<file path="config.mk">
export PLATFORM = sky130hd
export DESIGN_NAME = wfd_detector
export DESIGN_NICKNAME = d
export VERILOG_FILES = /design/src/hw/wfd_pkg.sv /design/src/hw/wfd_detector.sv
export SDC_FILE = /design/constraint.sdc
export NUM_CORES = 2
export LEC_CHECK = 0
export ABC_AREA = 1
export BUFFER_PORTS_ARGS = -buffer_cell sky130_fd_sc_hd__clkbuf_2
export CAP_MARGIN = 15
export CORE_ASPECT_RATIO = 0.6
export CORE_MARGIN = 2
export CORE_UTILIZATION = 40
export DETAILED_ROUTE_END_ITERATION = 7
export PLACE_DENSITY_LB_ADDON = 0.1
export SETUP_SLACK_MARGIN = 0.4
export SYNTH_ARGS = -nofsm -noshare
export SYNTH_HDL_FRONTEND = slang
export SYNTH_SLANG_ARGS = --single-unit
</file>
<file path="constraint.sdc">
create_clock -name mclk -period 36.5 [get_ports mclk]
set_input_delay 1.825 -clock mclk [delete_from_list [all_inputs] [get_ports mclk]]
set_output_delay 1.825 -clock mclk [all_outputs]
set_load 0.005 [all_outputs]
</file>
<file path="src/hw/wfd_pkg.sv">
package wfd_pkg;
    // register port widths and number of patterns
    localparam int ADDR_W = 8;
    localparam int DATA_W = 16;
    localparam int NPAT   = 4;

    // address = {bank, offset}; offsets are byte addresses of 16-bit registers
    localparam logic [3:0] BANK_CTRL     = 4'h3;
    localparam logic [1:0] BANK_PAT_HI   = 2'h1;   // banks 4..7 hold patterns 0..3
    localparam logic [3:0] BANK_IRQ      = 4'h8;
    localparam logic [3:0] OFF_CTRL      = 4'ha;
    localparam logic [3:0] OFF_CRC_LO    = 4'h0;
    localparam logic [3:0] OFF_CRC_HI    = 4'h2;
    localparam logic [3:0] OFF_MASK_W0   = 4'h4;
    localparam logic [3:0] OFF_MASK_W1   = 4'h6;
    localparam logic [3:0] OFF_MASK_W2   = 4'h8;
    localparam logic [3:0] OFF_MASK_W3   = 4'ha;
    localparam logic [3:0] OFF_IRQ_STAT  = 4'h0;
    localparam logic [3:0] OFF_IRQ_MASK  = 4'h2;

    // control fields and reset values
    localparam int          CTRL_MAGIC_BIT = 7;
    localparam logic [15:0] CTRL_WR_MASK   = 16'h008f;
    localparam logic [15:0] CTRL_RST       = 16'h0000;
    localparam logic [15:0] REG_RST        = 16'h0000;

    // event status layout: bits 0..3 patterns, bit 4 magic packet
    localparam int         ST_W     = 5;
    localparam int         ST_MAGIC = 4;
    localparam logic [4:0] ST_RST   = 5'h00;

    // frame checking
    localparam int          MASK_BYTES = 64;
    localparam logic [6:0]  CNT_MAX    = 7'h40;
    localparam logic [31:0] CRC_INIT   = 32'hffffffff;
    localparam logic [31:0] CRC_POLY   = 32'hedb88320;
    localparam logic [7:0]  SYNC_BYTE  = 8'hff;
    localparam logic [2:0]  MAGIC_SYNC = 3'h6;
    localparam logic [3:0]  MAGIC_LAST = 4'hf;     // sixteen copies of the address
    localparam logic [2:0]  ADDR_LAST  = 3'h5;

    // reflected 802.3 crc, one byte, lsb first
    function automatic logic [31:0] crc_byte(input logic [31:0] c, input logic [7:0] d);
        logic [31:0] r;
        r = c;
        for (int i = 0; i < 8; i++) begin
            r = (r[0] ^ d[i]) ? ((r >> 1) ^ CRC_POLY) : (r >> 1);
        end
        return r;
    endfunction
endpackage

</file>
<file path="src/hw/wfd_detector.sv">
`timescale 1ns/100ps
// Summary of operation
// - magic packet search runs only while control bit 7 is one
// - control bits 0..3 enable pattern detectors 0..3 independently
// - a disabled pattern never matches, whatever its crc and mask hold
// - low half of expected crc is the pattern's first register
// - high half of expected crc is the pattern's second register
// - comparison crc is the 802.3 ethernet crc-32
// - only bytes selected by the pattern's mask enter its crc
// - mask word 0 bit 0..15 selects frame bytes 1..16
// - mask word 1 bit 0..15 selects frame bytes 17..32
// - mask word 2 bit 0..15 selects frame bytes 33..48
// - mask word 3 bit 0..15 selects bytes 49..64; later bytes ignored
module wfd_detector (
    // clock and reset
    input  wire logic                        mclk,
    input  wire logic                        sys_rst,
    // register port
    input  wire logic [wfd_pkg::ADDR_W-1:0]  reg_addr,
    input  wire logic [wfd_pkg::DATA_W-1:0]  reg_wdata,
    input  wire logic                        reg_wr,
    input  wire logic                        reg_rd,
    output logic      [wfd_pkg::DATA_W-1:0]  reg_rdata,
    // receive byte stream from the mac
    input  wire logic                        rx_valid,
    input  wire logic [7:0]                  rx_data,
    input  wire logic                        rx_last,
    input  wire logic                        rx_bad,
    input  wire logic [47:0]                 station_addr,
    // wake indications
    output logic                             wake_event,
    output logic                             irq
);

    typedef enum logic [0:0] {WFD_SYNC, WFD_ADDR} wfd_mstate_t;

    logic [15:0]                 ctrl;
    logic [15:0]                 next_ctrl;
    logic [31:0]                 pat_crc      [wfd_pkg::NPAT];
    logic [31:0]                 next_pat_crc [wfd_pkg::NPAT];
    logic [63:0]                 pat_mask      [wfd_pkg::NPAT];
    logic [63:0]                 next_pat_mask [wfd_pkg::NPAT];
    logic [wfd_pkg::ST_W-1:0]    status;
    logic [wfd_pkg::ST_W-1:0]    next_status;
    logic [wfd_pkg::ST_W-1:0]    imask;
    logic [wfd_pkg::ST_W-1:0]    next_imask;
    logic [wfd_pkg::ST_W-1:0]    ev;
    logic [wfd_pkg::NPAT-1:0]    ev_pat;
    logic                        ev_magic;
    logic [15:0]                 next_rdata;
    logic                        next_irq;
    logic                        next_wake;
    logic [6:0]                  byte_cnt;
    logic [6:0]                  next_byte_cnt;
    logic [31:0]                 crc_run      [wfd_pkg::NPAT];
    logic [31:0]                 next_crc_run [wfd_pkg::NPAT];
    logic [31:0]                 crc_fin      [wfd_pkg::NPAT];
    wfd_mstate_t                 mstate;
    wfd_mstate_t                 next_mstate;
    logic [2:0]                  ff_cnt;
    logic [2:0]                  next_ff_cnt;
    logic [2:0]                  addr_idx;
    logic [2:0]                  next_addr_idx;
    logic [3:0]                  rep_cnt;
    logic [3:0]                  next_rep_cnt;
    logic                        magic_hit;
    logic                        next_magic_hit;

    // position of the highest selected byte, 1-based; 0 when none selected
    function automatic logic [6:0] top_pos(input logic [63:0] m);
        logic [6:0] h;
        h = 7'h00;
        for (int i = 0; i < wfd_pkg::MASK_BYTES; i++) begin
            if (m[i]) begin
                h = 7'(i + 1);
            end
        end
        return h;
    endfunction

    // the address splits into bank and byte offset
    function automatic logic is_reg(input logic [7:0] a, input logic [3:0] bank,
                                    input logic [3:0] off);
        return (a[7:4] == bank) && (a[3:0] == off);
    endfunction

    ////////////////////////////////////////////////////////////////////////////
    // register file: decode, writes, read data and interrupt state
    always_comb begin
        logic [1:0] p;
        logic       pat_sel;
        p             = reg_addr[5:4];
        pat_sel       = (reg_addr[7:6] == wfd_pkg::BANK_PAT_HI);
        next_ctrl     = ctrl;
        next_pat_crc  = pat_crc;
        next_pat_mask = pat_mask;
        next_imask    = imask;
        next_rdata    = 16'h0000;
        next_status   = status;
        if (reg_wr) begin
            if (is_reg(reg_addr, wfd_pkg::BANK_CTRL, wfd_pkg::OFF_CTRL)) begin
                next_ctrl = reg_wdata & wfd_pkg::CTRL_WR_MASK;
            end
            if (is_reg(reg_addr, wfd_pkg::BANK_IRQ, wfd_pkg::OFF_IRQ_STAT)) begin
                next_status = status & ~reg_wdata[wfd_pkg::ST_W-1:0];
            end
            if (is_reg(reg_addr, wfd_pkg::BANK_IRQ, wfd_pkg::OFF_IRQ_MASK)) begin
                next_imask = reg_wdata[wfd_pkg::ST_W-1:0];
            end
            if (pat_sel) begin
                case (reg_addr[3:0])
                    wfd_pkg::OFF_CRC_LO:  next_pat_crc[p][15:0]   = reg_wdata;
                    wfd_pkg::OFF_CRC_HI:  next_pat_crc[p][31:16]  = reg_wdata;
                    wfd_pkg::OFF_MASK_W0: next_pat_mask[p][15:0]  = reg_wdata;
                    wfd_pkg::OFF_MASK_W1: next_pat_mask[p][31:16] = reg_wdata;
                    wfd_pkg::OFF_MASK_W2: next_pat_mask[p][47:32] = reg_wdata;
                    wfd_pkg::OFF_MASK_W3: next_pat_mask[p][63:48] = reg_wdata;
                    default: ;
                endcase
            end
        end
        // set beats clear so an event landing on a clear write is kept
        next_status = next_status | ev;
        if (reg_rd) begin
            if (is_reg(reg_addr, wfd_pkg::BANK_CTRL, wfd_pkg::OFF_CTRL)) begin
                next_rdata = ctrl;
            end
            if (is_reg(reg_addr, wfd_pkg::BANK_IRQ, wfd_pkg::OFF_IRQ_STAT)) begin
                next_rdata = {11'h000, status};
            end
            if (is_reg(reg_addr, wfd_pkg::BANK_IRQ, wfd_pkg::OFF_IRQ_MASK)) begin
                next_rdata = {11'h000, imask};
            end
            if (pat_sel) begin
                case (reg_addr[3:0])
                    wfd_pkg::OFF_CRC_LO:  next_rdata = pat_crc[p][15:0];
                    wfd_pkg::OFF_CRC_HI:  next_rdata = pat_crc[p][31:16];
                    wfd_pkg::OFF_MASK_W0: next_rdata = pat_mask[p][15:0];
                    wfd_pkg::OFF_MASK_W1: next_rdata = pat_mask[p][31:16];
                    wfd_pkg::OFF_MASK_W2: next_rdata = pat_mask[p][47:32];
                    wfd_pkg::OFF_MASK_W3: next_rdata = pat_mask[p][63:48];
                    default: next_rdata = 16'h0000;
                endcase
            end
        end
        next_irq  = |(next_status & next_imask);
        next_wake = |ev;
    end

    // register file flops
    always_ff @(posedge mclk or posedge sys_rst) begin
        if (sys_rst) begin
            ctrl      <= wfd_pkg::CTRL_RST;
            status    <= wfd_pkg::ST_RST;
            imask     <= wfd_pkg::ST_RST;
            reg_rdata <= wfd_pkg::REG_RST;
            irq       <= 1'b0;
            wake_event <= 1'b0;
            for (int i = 0; i < wfd_pkg::NPAT; i++) begin
                pat_crc[i]  <= 32'h00000000;
                pat_mask[i] <= 64'h0000000000000000;
            end
        end else begin
            ctrl       <= next_ctrl;
            status     <= next_status;
            imask      <= next_imask;
            reg_rdata  <= next_rdata;
            irq        <= next_irq;
            wake_event <= next_wake;
            pat_crc    <= next_pat_crc;
            pat_mask   <= next_pat_mask;
        end
    end

    ////////////////////////////////////////////////////////////////////////////
    // one event vector, each part owned by a single process
    assign ev = {ev_magic, ev_pat};

    // pattern engines: all four run side by side on every byte
    always_comb begin
        next_byte_cnt = byte_cnt;
        next_crc_run  = crc_run;
        ev_pat        = '0;
        for (int p = 0; p < wfd_pkg::NPAT; p++) begin
            crc_fin[p] = crc_run[p];
            // bytes past 64 never reach the crc
            if (rx_valid && byte_cnt < wfd_pkg::CNT_MAX && pat_mask[p][byte_cnt[5:0]]) begin
                crc_fin[p] = wfd_pkg::crc_byte(crc_run[p], rx_data);
            end
            next_crc_run[p] = crc_fin[p];
            if (rx_valid && rx_last) begin
                next_crc_run[p] = wfd_pkg::CRC_INIT;
                // count of this frame includes the last byte
                ev_pat[p] = ctrl[p] && !rx_bad
                        && (7'(byte_cnt + 7'h01) >= top_pos(pat_mask[p]))
                        && (~crc_fin[p] == pat_crc[p]);
            end
        end
        if (rx_valid) begin
            if (rx_last) begin
                next_byte_cnt = 7'h00;
            end else if (byte_cnt < wfd_pkg::CNT_MAX) begin
                next_byte_cnt = 7'(byte_cnt + 7'h01);
            end
        end
    end

    // pattern engine flops
    always_ff @(posedge mclk or posedge sys_rst) begin
        if (sys_rst) begin
            byte_cnt <= 7'h00;
            for (int i = 0; i < wfd_pkg::NPAT; i++) begin
                crc_run[i] <= wfd_pkg::CRC_INIT;
            end
        end else begin
            byte_cnt <= next_byte_cnt;
            crc_run  <= next_crc_run;
        end
    end

    ////////////////////////////////////////////////////////////////////////////
    // magic packet: six sync bytes then sixteen copies of the station address
    always_comb begin
        logic [7:0] want;
        logic       is_ff;
        want           = station_addr[8'(47 - 8 * addr_idx) -: 8];
        is_ff          = (rx_data == wfd_pkg::SYNC_BYTE);
        next_mstate    = mstate;
        next_ff_cnt    = ff_cnt;
        next_addr_idx  = addr_idx;
        next_rep_cnt   = rep_cnt;
        next_magic_hit = magic_hit;
        ev_magic       = 1'b0;
        if (rx_valid) begin
            case (mstate)
                WFD_SYNC: begin
                    next_ff_cnt = is_ff ? 3'(ff_cnt + 3'h1) : 3'h0;
                    if (is_ff && ff_cnt == 3'(wfd_pkg::MAGIC_SYNC - 3'h1)) begin
                        next_mstate   = WFD_ADDR;
                        next_addr_idx = 3'h0;
                        next_rep_cnt  = 4'h0;
                    end
                end
                WFD_ADDR: begin
                    if (rx_data == want) begin
                        next_addr_idx = (addr_idx == wfd_pkg::ADDR_LAST) ? 3'h0
                                                                         : 3'(addr_idx + 3'h1);
                        if (addr_idx == wfd_pkg::ADDR_LAST) begin
                            next_rep_cnt = 4'(rep_cnt + 4'h1);
                            if (rep_cnt == wfd_pkg::MAGIC_LAST) begin
                                next_magic_hit = 1'b1;
                                next_mstate    = WFD_SYNC;
                                next_ff_cnt    = 3'h0;
                            end
                        end
                    end else if (!(is_ff && addr_idx == 3'h0 && rep_cnt == 4'h0)) begin
                        // a long sync run is tolerated; any other miss restarts
                        next_mstate = WFD_SYNC;
                        next_ff_cnt = is_ff ? 3'h1 : 3'h0;
                    end
                end
                default: next_mstate = WFD_SYNC;
            endcase
            if (rx_last) begin
                ev_magic = ctrl[wfd_pkg::CTRL_MAGIC_BIT] && !rx_bad
                           && next_magic_hit;
                next_mstate    = WFD_SYNC;
                next_ff_cnt    = 3'h0;
                next_magic_hit = 1'b0;
            end
        end
        // search held idle while disabled
        if (!ctrl[wfd_pkg::CTRL_MAGIC_BIT]) begin
            next_mstate    = WFD_SYNC;
            next_ff_cnt    = 3'h0;
            next_magic_hit = 1'b0;
        end
    end

    // magic search flops
    always_ff @(posedge mclk or posedge sys_rst) begin
        if (sys_rst) begin
            mstate    <= WFD_SYNC;
            ff_cnt    <= 3'h0;
            addr_idx  <= 3'h0;
            rep_cnt   <= 4'h0;
            magic_hit <= 1'b0;
        end else begin
            mstate    <= next_mstate;
            ff_cnt    <= next_ff_cnt;
            addr_idx  <= next_addr_idx;
            rep_cnt   <= next_rep_cnt;
            magic_hit <= next_magic_hit;
        end
    end

    ////////////////////////////////////////////////////////////////////////////
    // checks
    logic wr_p0;
    assign wr_p0 = reg_wr && reg_addr[7:4] == 4'h4;

    chk_magic_gated: assert property (@(posedge mclk) disable iff (sys_rst)
        !ctrl[wfd_pkg::CTRL_MAGIC_BIT] |-> ##1 !status[wfd_pkg::ST_MAGIC] || $past(status[4]))
        else $error("magic event while disabled");
    chk_pattern_gated: assert property (@(posedge mclk) disable iff (sys_rst)
        (ev[3:0] & ~ctrl[3:0]) == 4'h0)
        else $error("pattern event while disabled");
    chk_crc_low: assert property (@(posedge mclk) disable iff (sys_rst)
        wr_p0 && reg_addr[3:0] == 4'h0 |=> pat_crc[0][15:0] == $past(reg_wdata))
        else $error("crc low half not stored");
    chk_crc_high: assert property (@(posedge mclk) disable iff (sys_rst)
        wr_p0 && reg_addr[3:0] == 4'h2 |=> pat_crc[0][31:16] == $past(reg_wdata))
        else $error("crc high half not stored");
    chk_crc_compare: assert property (@(posedge mclk) disable iff (sys_rst)
        ev[0] |-> ~crc_fin[0] == pat_crc[0] ##1 wake_event)
        else $error("match without equal crc or no wake");
    chk_mask_skip: assert property (@(posedge mclk) disable iff (sys_rst)
        rx_valid && !rx_last && byte_cnt < 7'h40 && !pat_mask[1][byte_cnt[5:0]]
        |=> crc_run[1] == $past(crc_run[1]))
        else $error("unselected byte changed crc");
    chk_mask_word0: assert property (@(posedge mclk) disable iff (sys_rst)
        wr_p0 && reg_addr[3:0] == 4'h4 |=> pat_mask[0][15:0] == $past(reg_wdata))
        else $error("mask word 0 misplaced");
    chk_mask_word1: assert property (@(posedge mclk) disable iff (sys_rst)
        wr_p0 && reg_addr[3:0] == 4'h6 |=> pat_mask[0][31:16] == $past(reg_wdata))
        else $error("mask word 1 misplaced");
    chk_mask_word2: assert property (@(posedge mclk) disable iff (sys_rst)
        wr_p0 && reg_addr[3:0] == 4'h8 |=> pat_mask[0][47:32] == $past(reg_wdata))
        else $error("mask word 2 misplaced");
    chk_late_bytes: assert property (@(posedge mclk) disable iff (sys_rst)
        rx_valid && !rx_last && byte_cnt == 7'h40 |=> crc_run[0] == $past(crc_run[0]))
        else $error("byte past 64 entered crc");
    chk_short_frame: assert property (@(posedge mclk) disable iff (sys_rst)
        ev[2] |-> 7'(byte_cnt + 7'h01) >= top_pos(pat_mask[2]))
        else $error("short frame matched");
    chk_irq_level: assert property (@(posedge mclk) disable iff (sys_rst)
        ##1 irq == |(status & imask))
        else $error("irq not following status and mask");

    cov_pattern_hit: cover property (@(posedge mclk) disable iff (sys_rst) ev[0] ##1 irq);
    cov_magic_hit:   cover property (@(posedge mclk) disable iff (sys_rst) ev[wfd_pkg::ST_MAGIC]);
    cov_all_hit:     cover property (@(posedge mclk) disable iff (sys_rst) ev[3:0] == 4'hf);

endmodule

</file>
==> impl_metrics.ini <==
[yosys]
yosys_most_used_dff = dfrtp_1
synth_top_area_share_pct = 29.85
netlist_area_um2 = 36550
synth-seq-area-share_pct = 39.06
synth_warnings = 0
synth.avg_cell_area_um2 = 7.475
synth.distinct_cells = 61
synth-edff-count = 0
yosys.area.top_type = dfrtp_1
async_flop_share_pct = 100.0
ys_seq_elements = 564
synth_nets = 5010
synth_area_leaders = dfrtp_1 30%, nand2_1 12%, dfstp_2 9.2%
syn_inst = 4889

[sta]
worst_slew_pin_slew_ns = 1.242
setup_slack_ns = 29.40
clock.fmax_mhz = 140.8
rsz0062_at_grt = no
finalCritPeriodShare_pct = 19.46
fin_hold_ws_ns = 0.4991
finalHoldViolations = 0
setup_tns_ns = 0
relSlewSlack_pct = 16.43
setup-violations-final = 0
drv_slew = 0
period_needed_ns = 7.103
skew_ns = 0.02684

[setup_path]
required_ns = 37.05
crit_top_cell = nand2_1
cp-start-kind = register
r2r-start = pat_mask[65]
slowest_stage = o211ai_1
rr_worst_depth = 78
crit_type = register to register
critPathMaxStageDelay_ns = 0.70
cp_data_arrival_time_ns = 7.65
critPathMaxFanout = 4
endpoint_kind = register
rrSetupSlack_ns = 29.40
r2r_end = irq

[detailed_routing]
drc_errors = 0
firstDrtPassIters = 8
drt_iter0_drc = 5680
via_per_inst = 5.918
ant_nets = 0
drt_wl_total_um = 169700
routed-via-count = 36220
wl_per_cell_um = 27.73

[clock_network]
clk_pin_slew_ns = 0.07
ctsHtreeMaxLevel = 2
cts_setup_buffers = 0
cts.sink_count = 564
cts_resized = 0
clk_latency_ns = 0.69
postCtsHoldBufs = 0
cts_buffers = 60
cts_buffer_depth = 3
cts_tree = built
cts_root_buf = clkbuf_16

[die]
row_count = 85
die_h_um = 238.1
ios = 105
die_area_um2 = 93880
initial_utilization_pct = 40.57
die_width_um = 394.2
core_um2 = 90080

[power]
p_total_w = 0.002713
power_switching_w = 0.001151
cellPowerDensity_nw_per_um2 = 67.41
internal-power_w = 0.001562
cellLeakagePower_nw = 17.99
swShare_pct = 42.42
seq_power_share_pct = 32.6
power_frac_comb_pct = 42.0
irDropWorstVdd_mv = 0.04906
p_clk_share_pct = 25.5

[hold_path]
hold_path_depth = 1
min_path_type = register to register
hp-start = ff_cnt[2]
hold_end = ff_cnt[2]

[grt]
grt_pass1_wl_um = 239500
antenna_found_initial = 8
grt_pass1_vias = 31900
grt_usage_pct = 35.30
grt_start_max_net_pins = 172
overflow = 0

[job]
drv_cap = 0

[placement]
dp_slack_ns = 29.76
gp_congestion = 1.069
hpwl_um = 126500
dp_cells = 6002
port_buffers = 104

[final_layout]
layout-drive-gt1-share_pct = 10.11
fin_cells = 6120
syn_to_final_growth_pct = 10.12
final_nets = 4967

[status]
status = finished clean
==> critical path: cells and delay by family, from the launching register on <==
family,cells,cell delay (ns)
AO/OA/AOI/OAI,11,2.39
adder cells (fa/ha/maj),1,0.23
flip-flops,1,0.38
buffers and inverters,2,0.13
AND/OR/NAND/NOR,64,3.87
==> metrics by stage <==
stage	utilization (%)	area [um^2]
floorplan	-	36550
CTS	44.66	40230
detailed placement	42.29	38100
global route	44.66	40230
finish	44.67	40240
global placement	42.28	38090
==> routing by layer <==
| metal | part of all wire (%) | global-route usage (%) |
|---|---|---|
| met3 | 17 | 19.07 |
| met2 | 33 | 39.49 |
| met5 | 0.026 | 0 |
| met1 | 48 | 56.07 |
| met4 | 1.9 | 6.258 |
==> layout by cell type (no fill, tap or decap), types with 24 or more instances in the layout <==
cell type,Yosys,final
o21ai_1,94,94
nor2_1,268,264
or2_2,29,29
buf_4,1,65
nand2_1,1171,1165
mux2i_1,34,34
a31oi_1,26,26
ha_1,34,34
o21ai_0,603,603
clkbuf_16,0,61
dfrtp_1,436,432
xnor2_1,110,110
a22oi_1,117,117
o211ai_1,90,90
inv_2,24,26
o21a_1,24,24
xor2_1,245,245
clkbuf_2,0,104
nor4_1,36,36
dfstp_2,128,128
a211oi_1,24,24
inv_1,478,475
nand3_1,94,94
a21oi_1,243,243
o221ai_1,60,60
o22ai_1,87,87
==> worst max path at each step <==
| stage | from | to | slack [ns] | cells past startpoint |
|---|---|---|---|---|
| after CTS | pat_mask[65] | irq | 29.70 | 78 |
| final | pat_mask[65] | irq | 29.40 | 78 |
| after floorplan | sys_rst | addr_idx[0] | 19.11 | 1 |
| after global routing | pat_mask[65] | irq | 28.93 | 78 |
| after global placement | pat_mask[65] | irq | 29.73 | 78 |
| after detailed placement | pat_mask[65] | irq | 29.76 | 78 |
==> logic make-up (layout without fill, tap and decap cells) <==
group	Yosys count	count (layout)	share of synthesized area, %
adder cells (fa/ha/maj)	34	34	1.164
other	0	5	0
multiplexers	39	39	1.085
AND/OR/NAND/NOR	1655	1655	18.14
XOR/XNOR	364	364	9.001
AO/OA/AOI/OAI	1446	1446	23.28
buffers and inverters	787	795	8.275
flip-flops	564	564	39.06
==> cell usage after synthesis (14+ instances only) <==
cell type	number
a21o_1	14
o221ai_1	60
nor2_1	268
or2_2	29
ha_1	34
inv_1	478
a22oi_1	117
buf_1	29
a21oi_1	243
o22ai_1	87
nor4_1	36
xor2_1	245
nand3_1	94
a211oi_1	24
dfstp_2	128
clkbuf_1	194
inv_2	24
o21ai_0	603
o21ai_1	94
xnor2_1	110
o211ai_1	90
dfrtp_1	436
mux2i_1	34
o21a_1	24
buf_2	53
nand4_1	20
nand2_1	1171
a31oi_1	26
==> power groups by stage <==
stage | registers [W] | clock network (W) | logic [W]
2_1_floorplan | 0.000834 | 0 | 0.000822
3_3_place_gp | 0.000885 | 0 | 0.00110
3_5_place_dp | 0.000883 | 0 | 0.00110
4_1_cts | 0.000874 | 0.000694 | 0.00111
5_1_grt | 0.000892 | 0.000721 | 0.00124
6_report | 0.000884 | 0.000691 | 0.00114
==> state kept, by name, summed over array words and instances, names as in the netlist, 5 cells and up <==
signal and cells:
pat_mask 256, crc_run 128, pat_crc 128, reg_rdata 16, byte_cnt 7, ctrl 5, imask 5, status 5
==> final cells by class <==
class                           count  area, um^2
Clock buffer                       79        1694
Timing Repair Buffer              172        1054
Sequential cell                   564       14280
Inverter                          510        1922
Multi-Input combinational cell   3538       19310
Clock inverter                     34       440.4
Antenna cell                        5       12.51
Fill cell                        9284       49840
Tap cell                         1218        1524
No activity file was read; power rests on OpenSTA's default activity.
